$ cat src/logic/asd_pkg.sv
// Constants and types shared by the address space decoder.
package asd_pkg;

   // ****************************************
   // Register file space
   // ****************************************
   localparam int RF_ADDR_W = 12;
   localparam int RF_BYTES = 4096;
   localparam logic [11:0] CTL_BASE = 12'hf00;
   localparam logic [11:0] CTL_LAST = 12'hfff;
   localparam logic [11:0] RAM_BASE = 12'h000;
   localparam int RAM_BYTES_DEF = 256;
   localparam logic [7:0] UNDEF_DATA = 8'h00;

   // ****************************************
   // Program memory space
   // ****************************************
   localparam int PM_ADDR_W = 16;
   localparam int FLASH_BYTES_DEF = 8192;
   localparam int FLASH_BYTES_MIN = 1024;
   localparam int FLASH_BYTES_MAX = 12288;
   localparam logic [7:0] UNIMPL_DATA = 8'hff;
   localparam logic [15:0] OPT_LAST = 16'h0001;
   localparam logic [15:0] RST_VEC_LAST = 16'h0003;
   localparam logic [15:0] INT_VEC_LAST = 16'h003d;

   // ****************************************
   // Information area overlay
   // ****************************************
   localparam int INFO_EN_BIT = 7;
   localparam logic [15:0] INFO_BASE = 16'hfe00;
   localparam logic [15:0] INFO_LAST = 16'hfe7f;
   localparam logic [6:0] INFO_OPT_LAST = 7'h3f;
   localparam logic [6:0] PART_FIRST = 7'h40;
   localparam logic [6:0] PART_LAST = 7'h53;
   localparam int PART_CHARS = 20;
   localparam logic [6:0] CAL_FIRST = 7'h60;
   localparam logic [7:0] PART_PAD = 8'h46;
   localparam logic [7:0] RSVD_DATA = 8'hff;

   // ****************************************
   // Reset values and types
   // ****************************************
   localparam logic [7:0] DATA_RST = 8'h00;

   typedef enum {
      SRC_NONE,
      SRC_RAM,
      SRC_CTL,
      SRC_FLASH,
      SRC_INFO,
      SRC_CONST
   } asd_src_t;

   typedef enum logic [2:0] {
      REG_NONE,
      REG_OPTION,
      REG_RESET_VEC,
      REG_INT_VEC,
      REG_CODE
   } asd_region_t;

endpackage

$ cat src/logic/asd_address_space_decoder.sv
// Address decoder between the processor core and its memories and control page.
//
// Contract
// Register file space spans 4096 bytes; reads source and writes destination operands.
// Register addresses F00H to FFFH go to the control register page.
// Reads of unassigned control page addresses may return any value.
// Software should not write unassigned control page addresses.
// On-chip RAM starts at register address 000H, up to 256 bytes.
// Between RAM and control page, reads are undefined and writes ignored.
// Program space is 64KB; flash of 1KB to 12KB fills its bottom.
// Program reads beyond flash return FFH; writes there do nothing.
// Option bits, reset vector, interrupt vectors, then code, at fixed addresses.
// Data memory space is unused; nothing answers data memory accesses.
// Information area access is enabled by bit 7 of flash page select.
// When enabled, program reads FE00H to FE7FH return information area data.
// The information area is read only; writes never change it.
// Info layout: option bits, 20-char padded part name, reserved, calibration.
// With the overlay disabled, FE00H to FE7FH decode as normal program memory.
`timescale 1ns/1ps
module asd_address_space_decoder #(
   parameter int RAM_BYTES = asd_pkg::RAM_BYTES_DEF,
   parameter int FLASH_BYTES = asd_pkg::FLASH_BYTES_DEF,
   parameter int PART_LEN = 7,
   // Arbitrary neutral part name, right-aligned in the vector, PART_LEN chars used.
   parameter logic [8*asd_pkg::PART_CHARS-1:0] PART_ID = "ASDDEMO"
) (
   input wire logic clock,
   input wire logic rst,
   input wire logic [asd_pkg::RF_ADDR_W-1:0] rfAddr,
   input wire logic rfRd,
   input wire logic rfWr,
   input wire logic [7:0] rfWdata,
   output logic [7:0] rfRdata,
   output logic rfRdValid,
   input wire logic [asd_pkg::PM_ADDR_W-1:0] pmAddr,
   input wire logic pmRd,
   input wire logic pmWr,
   input wire logic [7:0] pmWdata,
   output logic [7:0] pmRdata,
   output logic pmRdValid,
   output asd_pkg::asd_region_t pmRegion,
   input wire logic dmRd,
   input wire logic dmWr,
   output logic dmDropped,
   output logic ramSel,
   output logic ramWe,
   output logic [7:0] ramAddr,
   output logic [7:0] ramWdata,
   input wire logic [7:0] ramRdata,
   output logic ctlSel,
   output logic ctlWe,
   output logic [7:0] ctlAddr,
   output logic [7:0] ctlWdata,
   input wire logic [7:0] ctlRdata,
   output logic flashRe,
   output logic flashWe,
   output logic [asd_pkg::PM_ADDR_W-1:0] flashAddr,
   output logic [7:0] flashWdata,
   input wire logic [7:0] flashRdata,
   output logic infoRe,
   output logic [6:0] infoAddr,
   input wire logic [7:0] infoRdata,
   input wire logic [7:0] pageSel
);

   // ****************************************
   // Decode limits
   // ****************************************
   localparam logic [12:0] RAM_LIMIT = 13'(RAM_BYTES);
   localparam logic [16:0] FLASH_LIMIT = 17'(FLASH_BYTES);

   // ****************************************
   // Register file strobe stage
   // ****************************************
   logic ramSel_reg, ramSel_next;
   logic ramWe_reg, ramWe_next;
   logic [7:0] ramAddr_reg, ramAddr_next;
   logic ctlSel_reg, ctlSel_next;
   logic ctlWe_reg, ctlWe_next;
   logic [7:0] ctlAddr_reg, ctlAddr_next;
   logic [7:0] rfWdata_reg, rfWdata_next;
   asd_pkg::asd_src_t rfSrc_reg, rfSrc_next;

   // A read and a write in one cycle is treated as a read, so no store is half done.
   always_comb begin
      ramSel_next = 1'b0;
      ramWe_next = 1'b0;
      ramAddr_next = ramAddr_reg;
      ctlSel_next = 1'b0;
      ctlWe_next = 1'b0;
      ctlAddr_next = ctlAddr_reg;
      rfWdata_next = rfWdata_reg;
      rfSrc_next = asd_pkg::SRC_NONE;
      if (rfRd || rfWr) begin
         rfWdata_next = rfWdata;
         if (rfAddr >= asd_pkg::CTL_BASE && rfAddr <= asd_pkg::CTL_LAST) begin
            // The page itself answers unassigned offsets; its value is not ours to define.
            ctlSel_next = 1'b1;
            ctlWe_next = rfWr && !rfRd;
            ctlAddr_next = rfAddr[7:0];
            if (rfRd) begin
               rfSrc_next = asd_pkg::SRC_CTL;
            end
         end else if ({1'b0, rfAddr} < RAM_LIMIT && rfAddr >= asd_pkg::RAM_BASE) begin
            ramSel_next = 1'b1;
            ramWe_next = rfWr && !rfRd;
            ramAddr_next = rfAddr[7:0];
            if (rfRd) begin
               rfSrc_next = asd_pkg::SRC_RAM;
            end
         end else if (rfRd) begin
            rfSrc_next = asd_pkg::SRC_CONST;
         end
      end
   end

   // Strobes to RAM and control page are registered so no glitch reaches them.
   always_ff @(posedge clock or posedge rst) begin
      if (rst) begin
         ramSel_reg <= 1'b0;
         ramWe_reg <= 1'b0;
         ramAddr_reg <= asd_pkg::DATA_RST;
         ctlSel_reg <= 1'b0;
         ctlWe_reg <= 1'b0;
         ctlAddr_reg <= asd_pkg::DATA_RST;
         rfWdata_reg <= asd_pkg::DATA_RST;
         rfSrc_reg <= asd_pkg::SRC_NONE;
      end else begin
         ramSel_reg <= ramSel_next;
         ramWe_reg <= ramWe_next;
         ramAddr_reg <= ramAddr_next;
         ctlSel_reg <= ctlSel_next;
         ctlWe_reg <= ctlWe_next;
         ctlAddr_reg <= ctlAddr_next;
         rfWdata_reg <= rfWdata_next;
         rfSrc_reg <= rfSrc_next;
      end
   end

   // ****************************************
   // Register file read return stage
   // ****************************************
   logic [7:0] rfRdata_reg, rfRdata_next;
   logic rfRdValid_reg, rfRdValid_next;

   // The gap between RAM and control page reads a fixed value; any value would be legal.
   always_comb begin
      rfRdata_next = rfRdata_reg;
      rfRdValid_next = 1'b1;
      case (rfSrc_reg)
         asd_pkg::SRC_RAM: rfRdata_next = ramRdata;
         asd_pkg::SRC_CTL: rfRdata_next = ctlRdata;
         asd_pkg::SRC_CONST: rfRdata_next = asd_pkg::UNDEF_DATA;
         default: rfRdValid_next = 1'b0;
      endcase
   end

   // Read data is held until the next read so the core may sample late.
   always_ff @(posedge clock or posedge rst) begin
      if (rst) begin
         rfRdata_reg <= asd_pkg::DATA_RST;
         rfRdValid_reg <= 1'b0;
      end else begin
         rfRdata_reg <= rfRdata_next;
         rfRdValid_reg <= rfRdValid_next;
      end
   end

   // ****************************************
   // Program memory strobe stage
   // ****************************************
   logic flashRe_reg, flashRe_next;
   logic flashWe_reg, flashWe_next;
   logic [15:0] flashAddr_reg, flashAddr_next;
   logic [7:0] flashWdata_reg, flashWdata_next;
   logic infoRe_reg, infoRe_next;
   logic [6:0] infoAddr_reg, infoAddr_next;
   logic [7:0] pmConst_reg, pmConst_next;
   asd_pkg::asd_src_t pmSrc_reg, pmSrc_next;
   asd_pkg::asd_region_t pmRegion_reg, pmRegion_next;
   logic dmDropped_reg, dmDropped_next;

   // Flash and overlay decode; the overlay only ever steers reads.
   always_comb begin
      logic infoHit;
      logic flashHit;
      logic [6:0] off;
      logic [6:0] chr;
      infoHit = 1'b0;
      flashHit = 1'b0;
      off = pmAddr[6:0];
      chr = 7'(off - asd_pkg::PART_FIRST);
      flashRe_next = 1'b0;
      flashWe_next = 1'b0;
      flashAddr_next = flashAddr_reg;
      flashWdata_next = flashWdata_reg;
      infoRe_next = 1'b0;
      infoAddr_next = infoAddr_reg;
      pmConst_next = pmConst_reg;
      pmSrc_next = asd_pkg::SRC_NONE;
      pmRegion_next = asd_pkg::REG_NONE;
      // Nothing is wired to the data space; an access there is only reported.
      dmDropped_next = dmRd || dmWr;
      infoHit = pageSel[asd_pkg::INFO_EN_BIT] && pmAddr >= asd_pkg::INFO_BASE &&
                pmAddr <= asd_pkg::INFO_LAST;
      flashHit = {1'b0, pmAddr} < FLASH_LIMIT;
      if (pmRd || pmWr) begin
         if (!flashHit) begin
            pmRegion_next = asd_pkg::REG_NONE;
         end else if (pmAddr <= asd_pkg::OPT_LAST) begin
            pmRegion_next = asd_pkg::REG_OPTION;
         end else if (pmAddr <= asd_pkg::RST_VEC_LAST) begin
            pmRegion_next = asd_pkg::REG_RESET_VEC;
         end else if (pmAddr <= asd_pkg::INT_VEC_LAST) begin
            pmRegion_next = asd_pkg::REG_INT_VEC;
         end else begin
            pmRegion_next = asd_pkg::REG_CODE;
         end
      end
      if (pmRd) begin
         if (infoHit) begin
            if (off <= asd_pkg::INFO_OPT_LAST || off >= asd_pkg::CAL_FIRST) begin
               infoRe_next = 1'b1;
               infoAddr_next = off;
               pmSrc_next = asd_pkg::SRC_INFO;
            end else if (off >= asd_pkg::PART_FIRST && off <= asd_pkg::PART_LAST) begin
               // Name is left-aligned; unused trailing characters read as padding.
               pmSrc_next = asd_pkg::SRC_CONST;
               if (int'(chr) < PART_LEN) begin
                  pmConst_next = PART_ID[8*(PART_LEN-1-int'(chr)) +: 8];
               end else begin
                  pmConst_next = asd_pkg::PART_PAD;
               end
            end else begin
               pmSrc_next = asd_pkg::SRC_CONST;
               pmConst_next = asd_pkg::RSVD_DATA;
            end
         end else if (flashHit) begin
            flashRe_next = 1'b1;
            flashAddr_next = pmAddr;
            pmSrc_next = asd_pkg::SRC_FLASH;
         end else begin
            pmSrc_next = asd_pkg::SRC_CONST;
            pmConst_next = asd_pkg::UNIMPL_DATA;
         end
      end else if (pmWr && flashHit) begin
         // Writes never reach the info store; above flash they vanish.
         flashWe_next = 1'b1;
         flashAddr_next = pmAddr;
         flashWdata_next = pmWdata;
      end
   end

   // Flash and info strobes leave from flip-flops, one cycle after the request.
   always_ff @(posedge clock or posedge rst) begin
      if (rst) begin
         flashRe_reg <= 1'b0;
         flashWe_reg <= 1'b0;
         flashAddr_reg <= 16'h0000;
         flashWdata_reg <= asd_pkg::DATA_RST;
         infoRe_reg <= 1'b0;
         infoAddr_reg <= 7'h00;
         pmConst_reg <= asd_pkg::DATA_RST;
         pmSrc_reg <= asd_pkg::SRC_NONE;
         pmRegion_reg <= asd_pkg::REG_NONE;
         dmDropped_reg <= 1'b0;
      end else begin
         flashRe_reg <= flashRe_next;
         flashWe_reg <= flashWe_next;
         flashAddr_reg <= flashAddr_next;
         flashWdata_reg <= flashWdata_next;
         infoRe_reg <= infoRe_next;
         infoAddr_reg <= infoAddr_next;
         pmConst_reg <= pmConst_next;
         pmSrc_reg <= pmSrc_next;
         pmRegion_reg <= pmRegion_next;
         dmDropped_reg <= dmDropped_next;
      end
   end

   // ****************************************
   // Program memory read return stage
   // ****************************************
   logic [7:0] pmRdata_reg, pmRdata_next;
   logic pmRdValid_reg, pmRdValid_next;

   // Return data picks the source chosen a cycle earlier.
   always_comb begin
      pmRdata_next = pmRdata_reg;
      pmRdValid_next = 1'b1;
      case (pmSrc_reg)
         asd_pkg::SRC_FLASH: pmRdata_next = flashRdata;
         asd_pkg::SRC_INFO: pmRdata_next = infoRdata;
         asd_pkg::SRC_CONST: pmRdata_next = pmConst_reg;
         default: pmRdValid_next = 1'b0;
      endcase
   end

   // Read data is held until the next program read.
   always_ff @(posedge clock or posedge rst) begin
      if (rst) begin
         pmRdata_reg <= asd_pkg::DATA_RST;
         pmRdValid_reg <= 1'b0;
      end else begin
         pmRdata_reg <= pmRdata_next;
         pmRdValid_reg <= pmRdValid_next;
      end
   end

   // ****************************************
   // Outputs
   // ****************************************
   assign rfRdata = rfRdata_reg;
   assign rfRdValid = rfRdValid_reg;
   assign ramSel = ramSel_reg;
   assign ramWe = ramWe_reg;
   assign ramAddr = ramAddr_reg;
   assign ramWdata = rfWdata_reg;
   assign ctlSel = ctlSel_reg;
   assign ctlWe = ctlWe_reg;
   assign ctlAddr = ctlAddr_reg;
   assign ctlWdata = rfWdata_reg;
   assign pmRdata = pmRdata_reg;
   assign pmRdValid = pmRdValid_reg;
   assign pmRegion = pmRegion_reg;
   assign dmDropped = dmDropped_reg;
   assign flashRe = flashRe_reg;
   assign flashWe = flashWe_reg;
   assign flashAddr = flashAddr_reg;
   assign flashWdata = flashWdata_reg;
   assign infoRe = infoRe_reg;
   assign infoAddr = infoAddr_reg;

endmodule

$ cat config.mk
export PLATFORM = sky130hd
export DESIGN_NAME = asd_address_space_decoder
export DESIGN_NICKNAME = d
export VERILOG_FILES = /design/src/logic/asd_pkg.sv /design/src/logic/asd_address_space_decoder.sv
export SDC_FILE = /design/constraint.sdc
export NUM_CORES = 1
export LEC_CHECK = 0
export ABC_AREA = 1
export BUFFER_PORTS_ARGS = -buffer_cell sky130_fd_sc_hd__buf_2
export CORE_MARGIN = 8
export CORE_UTILIZATION = 53
export CTS_BUF_LIST = sky130_fd_sc_hd__clkbuf_2
export DETAILED_ROUTE_END_ITERATION = 10
export PLACE_DENSITY = 0.94
export SLEW_MARGIN = 20
export SYNTH_ARGS = -nofsm -noshare
export SYNTH_HDL_FRONTEND = slang
export SYNTH_SLANG_ARGS = --single-unit
$ cat constraint.sdc
create_clock -name clock -period 5.6 [get_ports clock]
set_clock_uncertainty 0.15 [all_clocks]
set_input_delay 0.28 -clock clock [delete_from_list [all_inputs] [get_ports clock]]
set_output_delay 0.28 -clock clock [all_outputs]
set_load 0.01 [all_outputs]
==> After elaboration in Yosys (flattened, before gate mapping) <==
Cells that the tools add are included.
{ "totals": {"reg_bits": 156, "input_bits": 92, "out_inout_bits": 92, "wordCells": 121} }
{ "op_classes": {"n_addsub": 2, "n_lt_le_gt_ge": 15, "eq_ne": 10, "shifts": 1, "muxes": 46, "bitwise_logic": 2, "reduce_logical": 23} }
{ "ops": {"columns": ["operator", "n"], "rows": [
  ["$mux 32", 5],
  ["$shiftx 160x11->8 const A", 1],
  ["$eq 32x3->1 const B", 3],
  ["$eq 32x2->1 const B", 2],
  ["$mux 16", 4],
  ["$pmux 8 s3", 2],
  ["$mux 8", 5],
  ["$eq 32x1->1 const B", 1],
  ["$mux 1", 22],
  ["$mux 3", 7],
  ["$ge 16x16->1 const B", 1],
  ["$le 16x1->1 const B", 1],
  ["$le 16x16->1 const B", 1],
  ["$le 16x2->1 const B", 1],
  ["$le 16x6->1 const B", 1],
  ["$lt 16x14->1 const B", 1],
  ["$ge 7x7->1 const B", 2],
  ["$ge 12x1->1 const B", 1],
  ["$ge 12x12->1 const B", 1],
  ["$le 12x12->1 const B", 1],
  ["$lt 12x9->1 const B", 1],
  ["$reduce_and 3->1", 4],
  ["$sub 3x7->8 const A", 1],
  ["$le 7x6->1 const B", 1],
  ["other kinds (14)", 29]
]} }

==> Depth between registers and ports, before layout <==
Gate-level depths: netlist of the first run.
{ "logic_depth": {"ltp_word": 7, "depth_mapped": 11} }

==> Worst setup path after synthesis of the first run <==
Ideal clock, no wire load.
{ "synth_timing": {"kind": "register -> register", "startpoint": "register rfSrc_reg[2]", "endpoint": "register rfRdata_reg[0], in the netlist rfRdata[0]", "setup_time_ns": 0.125, "arrival_time_ns": 1.365, "required_ns": 5.325, "path_slack_ns": 3.960, "path_stages_with_launch": 7, "n_path_buf": 2, "synth_period_minus_slack_ns": 1.640, "path_cell_list": "dfrtp_1 -> or3_1 -> buf_6 -> buf_6 -> nand3_1 -> o21ai_1 -> mux2_4"} }
{ "synth_between": {"elab_chain_len": 2, "word_cells_on_any_way": 5, "cone_classes": "eq/ne (3); mux (1); reduce/logical (1)"} }
{ "synth_lines": {"columns": ["item", "line", "source"], "rows": [
  ["from (decl)", "asd_address_space_decoder.sv:82", "asd_pkg::asd_src_t rfSrc_reg, rfSrc_next;"],
  ["from (signal assigned)", "asd_address_space_decoder.sv:127", "rfSrc_reg <= asd_pkg::SRC_NONE;"],
  ["from (signal assigned)", "asd_address_space_decoder.sv:136", "rfSrc_reg <= rfSrc_next;"],
  ["$eq 32x3->1, or another cell as far along", "asd_address_space_decoder.sv:150", "case (rfSrc_reg)"],
  ["$pmux 8 s3 or $reduce_bool 3->1 (tied branches)", null, null],
  ["to (signal assigned)", "asd_address_space_decoder.sv:161", "rfRdata_reg <= asd_pkg::DATA_RST;"],
  ["to (signal assigned)", "asd_address_space_decoder.sv:164", "rfRdata_reg <= rfRdata_next;"],
  ["to (decl)", "asd_address_space_decoder.sv:143", "logic [7:0] rfRdata_reg, rfRdata_next;"]
]} }
Several ways; a longest one is shown, not always the timed one.
A chain may end at the register's enable or synchronous reset.

==> Final worst setup path of the first run <==
{ "layout_timing": {"startpoint": "register pmSrc_reg[1]", "endpoint": "register pmRdata_reg[7], in the netlist pmRdata[7]"} }
{ "layout_between": {"elab_chain_len": 2, "word_cells_on_any_way": 5, "cone_classes": "eq/ne (3); mux (1); reduce/logical (1)"} }
{ "layout_lines": {"columns": ["item", "line", "source"], "rows": [
  ["from (decl)", "asd_address_space_decoder.sv:179", "asd_pkg::asd_src_t pmSrc_reg, pmSrc_next;"],
  ["from (signal assigned)", "asd_address_space_decoder.sv:264", "pmSrc_reg <= asd_pkg::SRC_NONE;"],
  ["from (signal assigned)", "asd_address_space_decoder.sv:275", "pmSrc_reg <= pmSrc_next;"],
  ["$eq 32x3->1 or $eq 32x2->1 (tied branches)", "asd_address_space_decoder.sv:291", "case (pmSrc_reg)"],
  ["$pmux 8 s3 or $reduce_bool 3->1 (tied branches)", null, null],
  ["to (signal assigned)", "asd_address_space_decoder.sv:302", "pmRdata_reg <= asd_pkg::DATA_RST;"],
  ["to (signal assigned)", "asd_address_space_decoder.sv:305", "pmRdata_reg <= pmRdata_next;"],
  ["to (decl)", "asd_address_space_decoder.sv:284", "logic [7:0] pmRdata_reg, pmRdata_next;"]
]} }
Several ways; a longest one is shown, not always the timed one.

==> run metrics, run 1 <==
status=complete, no violations; endpoints failing setup=0; FILL cells=516; initial antenna violation count=0; internal power=1.06 mW; Setup TNS=0 ns; Critical Path RT=5.94 ns; global route total overflow=0; Mapped Area=~4400 µm²; Area growth syn-to-layout=43.3%; leakage power=3.43 nW; Mean Syn Cell Area=between 8 and 9 µm²; Unique masters post-synth=31; Rel. slew slack=36.0%; overall power=1.58 mW; Worst Setup End Kind=register; maxcap violations=0; PD cells=between 200 and 300 nW/µm²; Detailed Place HPWL=9.22 mm; commonest non-fill, non-tap cell in the layout=buf_2; PortBufs=around 180; Tmin final=roughly 2.5 ns; worst slew pin tran=0.959 ns; Avg WL per Cell=17.9 µm; Total GRT Usage=27.1%; Sw Ratio=33.0%; TritonCTS clock tree=yes; drt via density=5.40; Psw=0.520 mW; commonest cells after routing, fill and taps aside=176 x buf_2, 154 x nand2_1, 96 x dfrtp_1; Hold Startpoint=pmAddr[0]; Die Wd=107 µm; Detailed Routing Iterations Pass 1=5; unrepaired setup endpoints after global routing=false; critical path class=register to register; wire length of the first global-routing pass=24.5 mm; post-synth net total=599; sequential area share after synthesis=55.0%; layout cell share with drive strength beyond 1=28.9%; routed vias=4710; latest clock arrival within the worst-skew pair=0.50 ns; flops & latches, synth=between 90 and 100; worst IR drop on VDD=137 µV; Final ANT Viol Nets=0; clock-pin slew on the worst setup and hold paths=between 0.2 and 0.3 ns; vias in the first global route=4928; period utilisation layout=~45%; clock sinks=96; largest net degree at the start of global routing=97; Hold Crit Class=input port to register; Logic pwr share=25.6%; die area=between 10000 and 15000 µm²; R2R Path Start=pmSrc_reg[1]; # rows=33; Top-Level Pins=184; Initial Util=between 50 and 60%; H-Tree Depth=3; top cells by area, synth=dfrtp_1 55%, nand2_1 13%, inv_1 4.9%; CP startpoint=pmSrc_reg[1]; crit path max fanout=10; nets@finish=857; Yosys top cell area share=55.0%; part of the power in registers=52.5%; Resized Gates After CTS=0; Clk network pwr share=21.9%; max FFs per register=16; Detailed Route WL=approximately 16 mm; Root Buffer=clkbuf_2; GPL Wtd Cong=0.900; Final Hold Vio Count=0; core area=8090 µm²; cell accounting for the most synthesized area=dfrtp_1; Startpoint Class=register; Fmax=395 MHz; DRC=0; Clock Path Buffers=2; max-slew violations=0; crit path DAT=around 2.9 ns; Die Ht=107 µm; number of CTS-inserted buffers=9; drt initial violations=305; yosys warns=0; Syn Inst Count=503
Yosys cell counts, drive strengths merged:
cell type	n
a31oi	4
a21boi	4
nand3b	1
nand2	154
nand4	7
xor2	1
inv	60
a221oi	5
mux2	16
a21oi	6
nand3	26
clkinv	1
or2	2
ha	4
buf	17
nor2	47
nor3	5
dfrtp	96
or3	1
nor4	1
o21ai	45
worst max-delay path: stages, from the launching register on:
cell,delay (ns)
dfrtp_1,0.47
nor2_1,0.22
inv_2,0.14
nor2_1,0.47
nand2_1,0.19
a31oi_1,0.26
dlygate4sd3_1,0.61
layout make-up:
| class | instances | area (µm²) | area share [%] |
|---|---|---|---|
| antenna | 2 | 5.00 | 0.0800 |
| clock buffer | 9 | 45.0 | 0.720 |
| clock inverter | 7 | 68.8 | 1.10 |
| inverter | 61 | 234 | 3.74 |
| multi-input combinational | 329 | 1610 | 25.7 |
| sequential | 96 | 2400 | 38.4 |
| tap | 105 | 131 | 2.10 |
| timing repair buffer | 264 | 1760 | 28.1 |
path summary, 6_finish.rpt:
| path | endpoint | slack [ns] | depth (start not counted) |
|---|---|---|---|
| worst min register to register | flashAddr[6] | 0.36 | 2 |
| max in group asynchronous | infoAddr[2] | 4.46 | 3 |
| worst max register to register | pmRdata[7] | 3.07 | 6 |
| worst min-delay path | infoAddr[0] | 0.05 | 3 |
| worst max-delay path | pmRdata[7] | 3.07 | 6 |
| min in group asynchronous | flashWdata[5] | 0.29 | 3 |
per-stage QoR:
stage	setup slack, ns	instance area (µm²)	hold slack, ns	cells	util (%)
CTS	3.22	6240	0.00151	870	77.1
floorplan	2.66	4370	0.201	503	-
detailed placement	3.17	5260	0.301	767	65.0
global placement	3.22	5260	0.294	767	65.0
global route	2.91	6250	0.0372	871	77.3
finish	3.07	6260	0.0460	873	77.4
metal layers:
metal	vias to the layer above	global-route usage [%]	part of all wire, %
li1	2124	-	-
met1	2192	28.8	35
met2	315	47.0	51
met3	79	6.96	9.1
met4	0	17.3	5.4
met5	-	0	0
timing repair:
action	4_1_cts	5_1_grt
hold buffers	87	1
setup buffers	0	0
hold endpoints to repair	177	1
power groups by stage:
stage	logic, mW	clock network [mW]	registers [mW]
floorplan	0.135	0	0.869
global placement	0.321	0	0.826
detailed placement	0.335	0	0.832
CTS	0.386	0.348	0.819
global route	0.438	0.376	0.835
finish	0.403	0.344	0.828
cells by family after synthesis:
family | synth area share (%)
simple gates | 23.1
mux | 4.21
fa+ha+maj | 1.15
buf+inv | 8.13
compound gates | 8.19
xor+xnor | 0.200
flops | 55.0
Power figures use the tool's default switching activity.
==> run 2, diff against run 1 <==
--- a/config.mk
+++ b/config.mk
@@ -8,10 +8,10 @@
 export ABC_AREA = 1
 export BUFFER_PORTS_ARGS = -buffer_cell sky130_fd_sc_hd__buf_2
 export CORE_MARGIN = 8
-export CORE_UTILIZATION = 53
+export CORE_UTILIZATION = 45
 export CTS_BUF_LIST = sky130_fd_sc_hd__clkbuf_2
 export DETAILED_ROUTE_END_ITERATION = 10
-export PLACE_DENSITY = 0.94
+export PLACE_DENSITY = 0.86
 export SLEW_MARGIN = 20
 export SYNTH_ARGS = -nofsm -noshare
 export SYNTH_HDL_FRONTEND = slang
==> constraint.sdc (replaced) <==
create_clock -name clock -period 2.3 [get_ports clock]
set_clock_uncertainty 0.15 [all_clocks]
set_input_delay 0.115 -clock clock [delete_from_list [all_inputs] [get_ports clock]]
set_output_delay 0.115 -clock clock [all_outputs]
set_load 0.01 [all_outputs]
==> run 2 against run 1 <==
Largest power group unchanged. Non-clock buffer count is 44 higher. Total power grew 150%. Critical path depth grew 3. First-iteration DRC count rose by 81%.
==> run metrics, run 2 (same netlist as run 1, synthesis figures left out) <==
initial antenna violation count=3 (was 0); placed insts=799 (was 767); max incr delay on CP=0.59 ns (was 0.61 ns); Final ANT Viol Nets=0 (unchanged); Final Hold Vio Count=0 (unchanged); status=complete, no violations (unchanged); FILL cells=672 (was 516); leakage power=3.61 nW (was 3.43 nW); met1 GRT Util=26.6% (was 28.8%); GPL Wtd Cong=0.880 (was 0.900); worst IR drop on VDD=257 µV (was 137 µV); critical path class=input port to register (was register to register); Min Hold Slack=0.0445 ns (was 0.0460 ns); PortBufs=176 (unchanged); R2R setup slack=0.04 ns (was 3.07 ns); H-Tree Depth=3 (unchanged); commonest non-fill, non-tap cell in the layout=buf_2 (unchanged); Clock Path Buffers=2 (unchanged); DRC=0 (unchanged); met3 Resource Use GR=6.59% (was 6.96%); Area growth syn-to-layout=54.4% (was 43.3%); Detailed Routing Iterations Pass 1=5 (unchanged); R2R Path Start=rfSrc_reg[2] (was pmSrc_reg[1]); latest clock arrival within the worst-skew pair=0.56 ns (was 0.50 ns); worst r2r path cells=5 (was 6); drt via density=5.18 (was 5.40); max FFs per register=16 (unchanged); # rows=36 (was 33); worst slew pin tran=0.751 ns (was 0.959 ns); Startpoint Class=input port (was register); layout cell share with drive strength beyond 1=28.4% (was 28.9%); Top-Level Pins=184 (unchanged); crit path max fanout=18 (was 10); Detailed Route WL=16.5 mm (was 15.6 mm); Setup WS pre-CTS=0.316 ns (was 3.17 ns); Critical-path top delay cell=dlygate4sd3_1 (unchanged); GR peak layer=met2 (unchanged); Fmax=437 MHz; period utilisation layout=between 90 and 100%; commonest cells after routing, fill and taps aside=176 x buf_2, 154 x nand2_1, 126 x dlygate4sd3_1 (was 176 x buf_2, 154 x nand2_1, 96 x dfrtp_1); nets@finish=901 (was 857); die area=13100 µm² (was 11400 µm²); core area=9590 µm² (was 8090 µm²); setup ws final=0.0132 ns (was 3.07 ns); Die Wd=115 µm (was 107 µm); Die Ht=115 µm (was 107 µm); Worst Setup End Kind=register (unchanged); Critical Path RT=2.66 ns (was 5.94 ns); endpoints failing setup=0 (unchanged); number of CTS-inserted buffers=9 (unchanged); crit path DAT=2.65 ns (was 2.87 ns); max-slew violations=0 (unchanged); PD cells=576 nW/µm² (was 252 nW/µm²); vias in the first global route=5030 (was 4928); clock sinks=96 (unchanged); most frequent CP cell=dlygate4sd3_1 (was nor2_1); Finished Layout Cells=948 (was 873); met2 GRT Util=43.9% (was 47.0%); Detailed Place HPWL=9.40 mm (was 9.22 mm); Hold Crit Class=input port to asynchronous set/reset pin (was input port to register); FF-to-FF End=rfRdata[5] (was pmRdata[7]); largest net degree at the start of global routing=61 (was 97); Tmin final=2.29 ns; fin util=70.3% (was 77.4%); cells along the critical path=dlygate4sd3_1, buf_2, nor2_2, buf_4, nor2_4, nand2_1, dlygate4sd3_1, nand2_1, dlygate4sd3_1 (was nor2_1, inv_2, nor2_1, nand2_1, a31oi_1, dlygate4sd3_1); Initial Util=45.5% (was 54.0%); Root Buffer=clkbuf_2 (unchanged); maxcap violations=0 (unchanged); Total GRT Usage=24.7% (was 27.1%); wire length of the first global-routing pass=25.3 mm (was 24.5 mm); routed vias=4912 (was 4710); clock-pin slew on the worst setup and hold paths=0.25 ns (was 0.27 ns); TritonCTS clock tree=yes (unchanged); Rel. slew slack=49.9% (was 36.0%); Avg WL per Cell=17.4 µm (was 17.9 µm); global route total overflow=0 (unchanged); drt initial violations=553 (was 305)
## run 2: power by group
part           total (mW)  internal (mW)  switching [mW]
sequential           2.01           1.89           0.126
combinational        1.08          0.513           0.571
clock               0.787          0.231           0.555
## run 2: how the worst max path moves through the flow
stage	from	end	cells past startpoint
CTS	rfSrc_reg[2]	rfRdata[3]	5
floorplan	rfSrc_reg[2]	rfRdata[0]	6
global route	rfSrc_reg[2]	rfRdata[5]	5
finish	rfRd	ramAddr[0]	9
global placement	pmAddr[14]	pmRegion[1]	10
detailed placement	pmAddr[14]	pmRegion[2]	10
## run 2: final cells by class
cell class	count	area [µm²]	share of cell area, %
multi-input cells	329	1650	24.4
diodes	6	15.0	0.223
clock inverters	6	51.3	0.760
well taps	133	166	2.47
flip-flops and latches	96	2400	35.6
repair buffers	308	2190	32.4
clock buffers	9	45.0	0.668
inverters	61	233	3.45
## run 2: metrics by stage
| step | area (µm²) | TNS [ns] | power [mW] |
|---|---|---|---|
| global placement | 5320 | 0 | 2.80 |
| floorplan | 4370 | 0 | 2.45 |
| finish | 6750 | 0 | 3.89 |
| global route | 6740 | -0.0243 | 4.08 |
| detailed placement | 5320 | 0 | 2.85 |
| CTS | 6680 | 0 | 3.81 |
## run 2: layer usage
layer / routed length, µm / vias up
li1: - / 2208
met5: 0 / -
met3: 1420 / 59
met2: 8500 / 274
met1: 5930 / 2371
met4: 644 / 0
## run 2: worst max-delay path: cells and delay by family
family	cells	cell delay, ns
buffers and inverters	5	2.06
AND/OR/NAND/NOR	4	0.46
## run 2: what timing repair did
action	in CTS	in global routing
gates resized for setup	0	9
buffers inserted	0	2
hold buffers	126	1
endpoints found under the hold margin	187	1
endpoints found under the setup margin	0	14
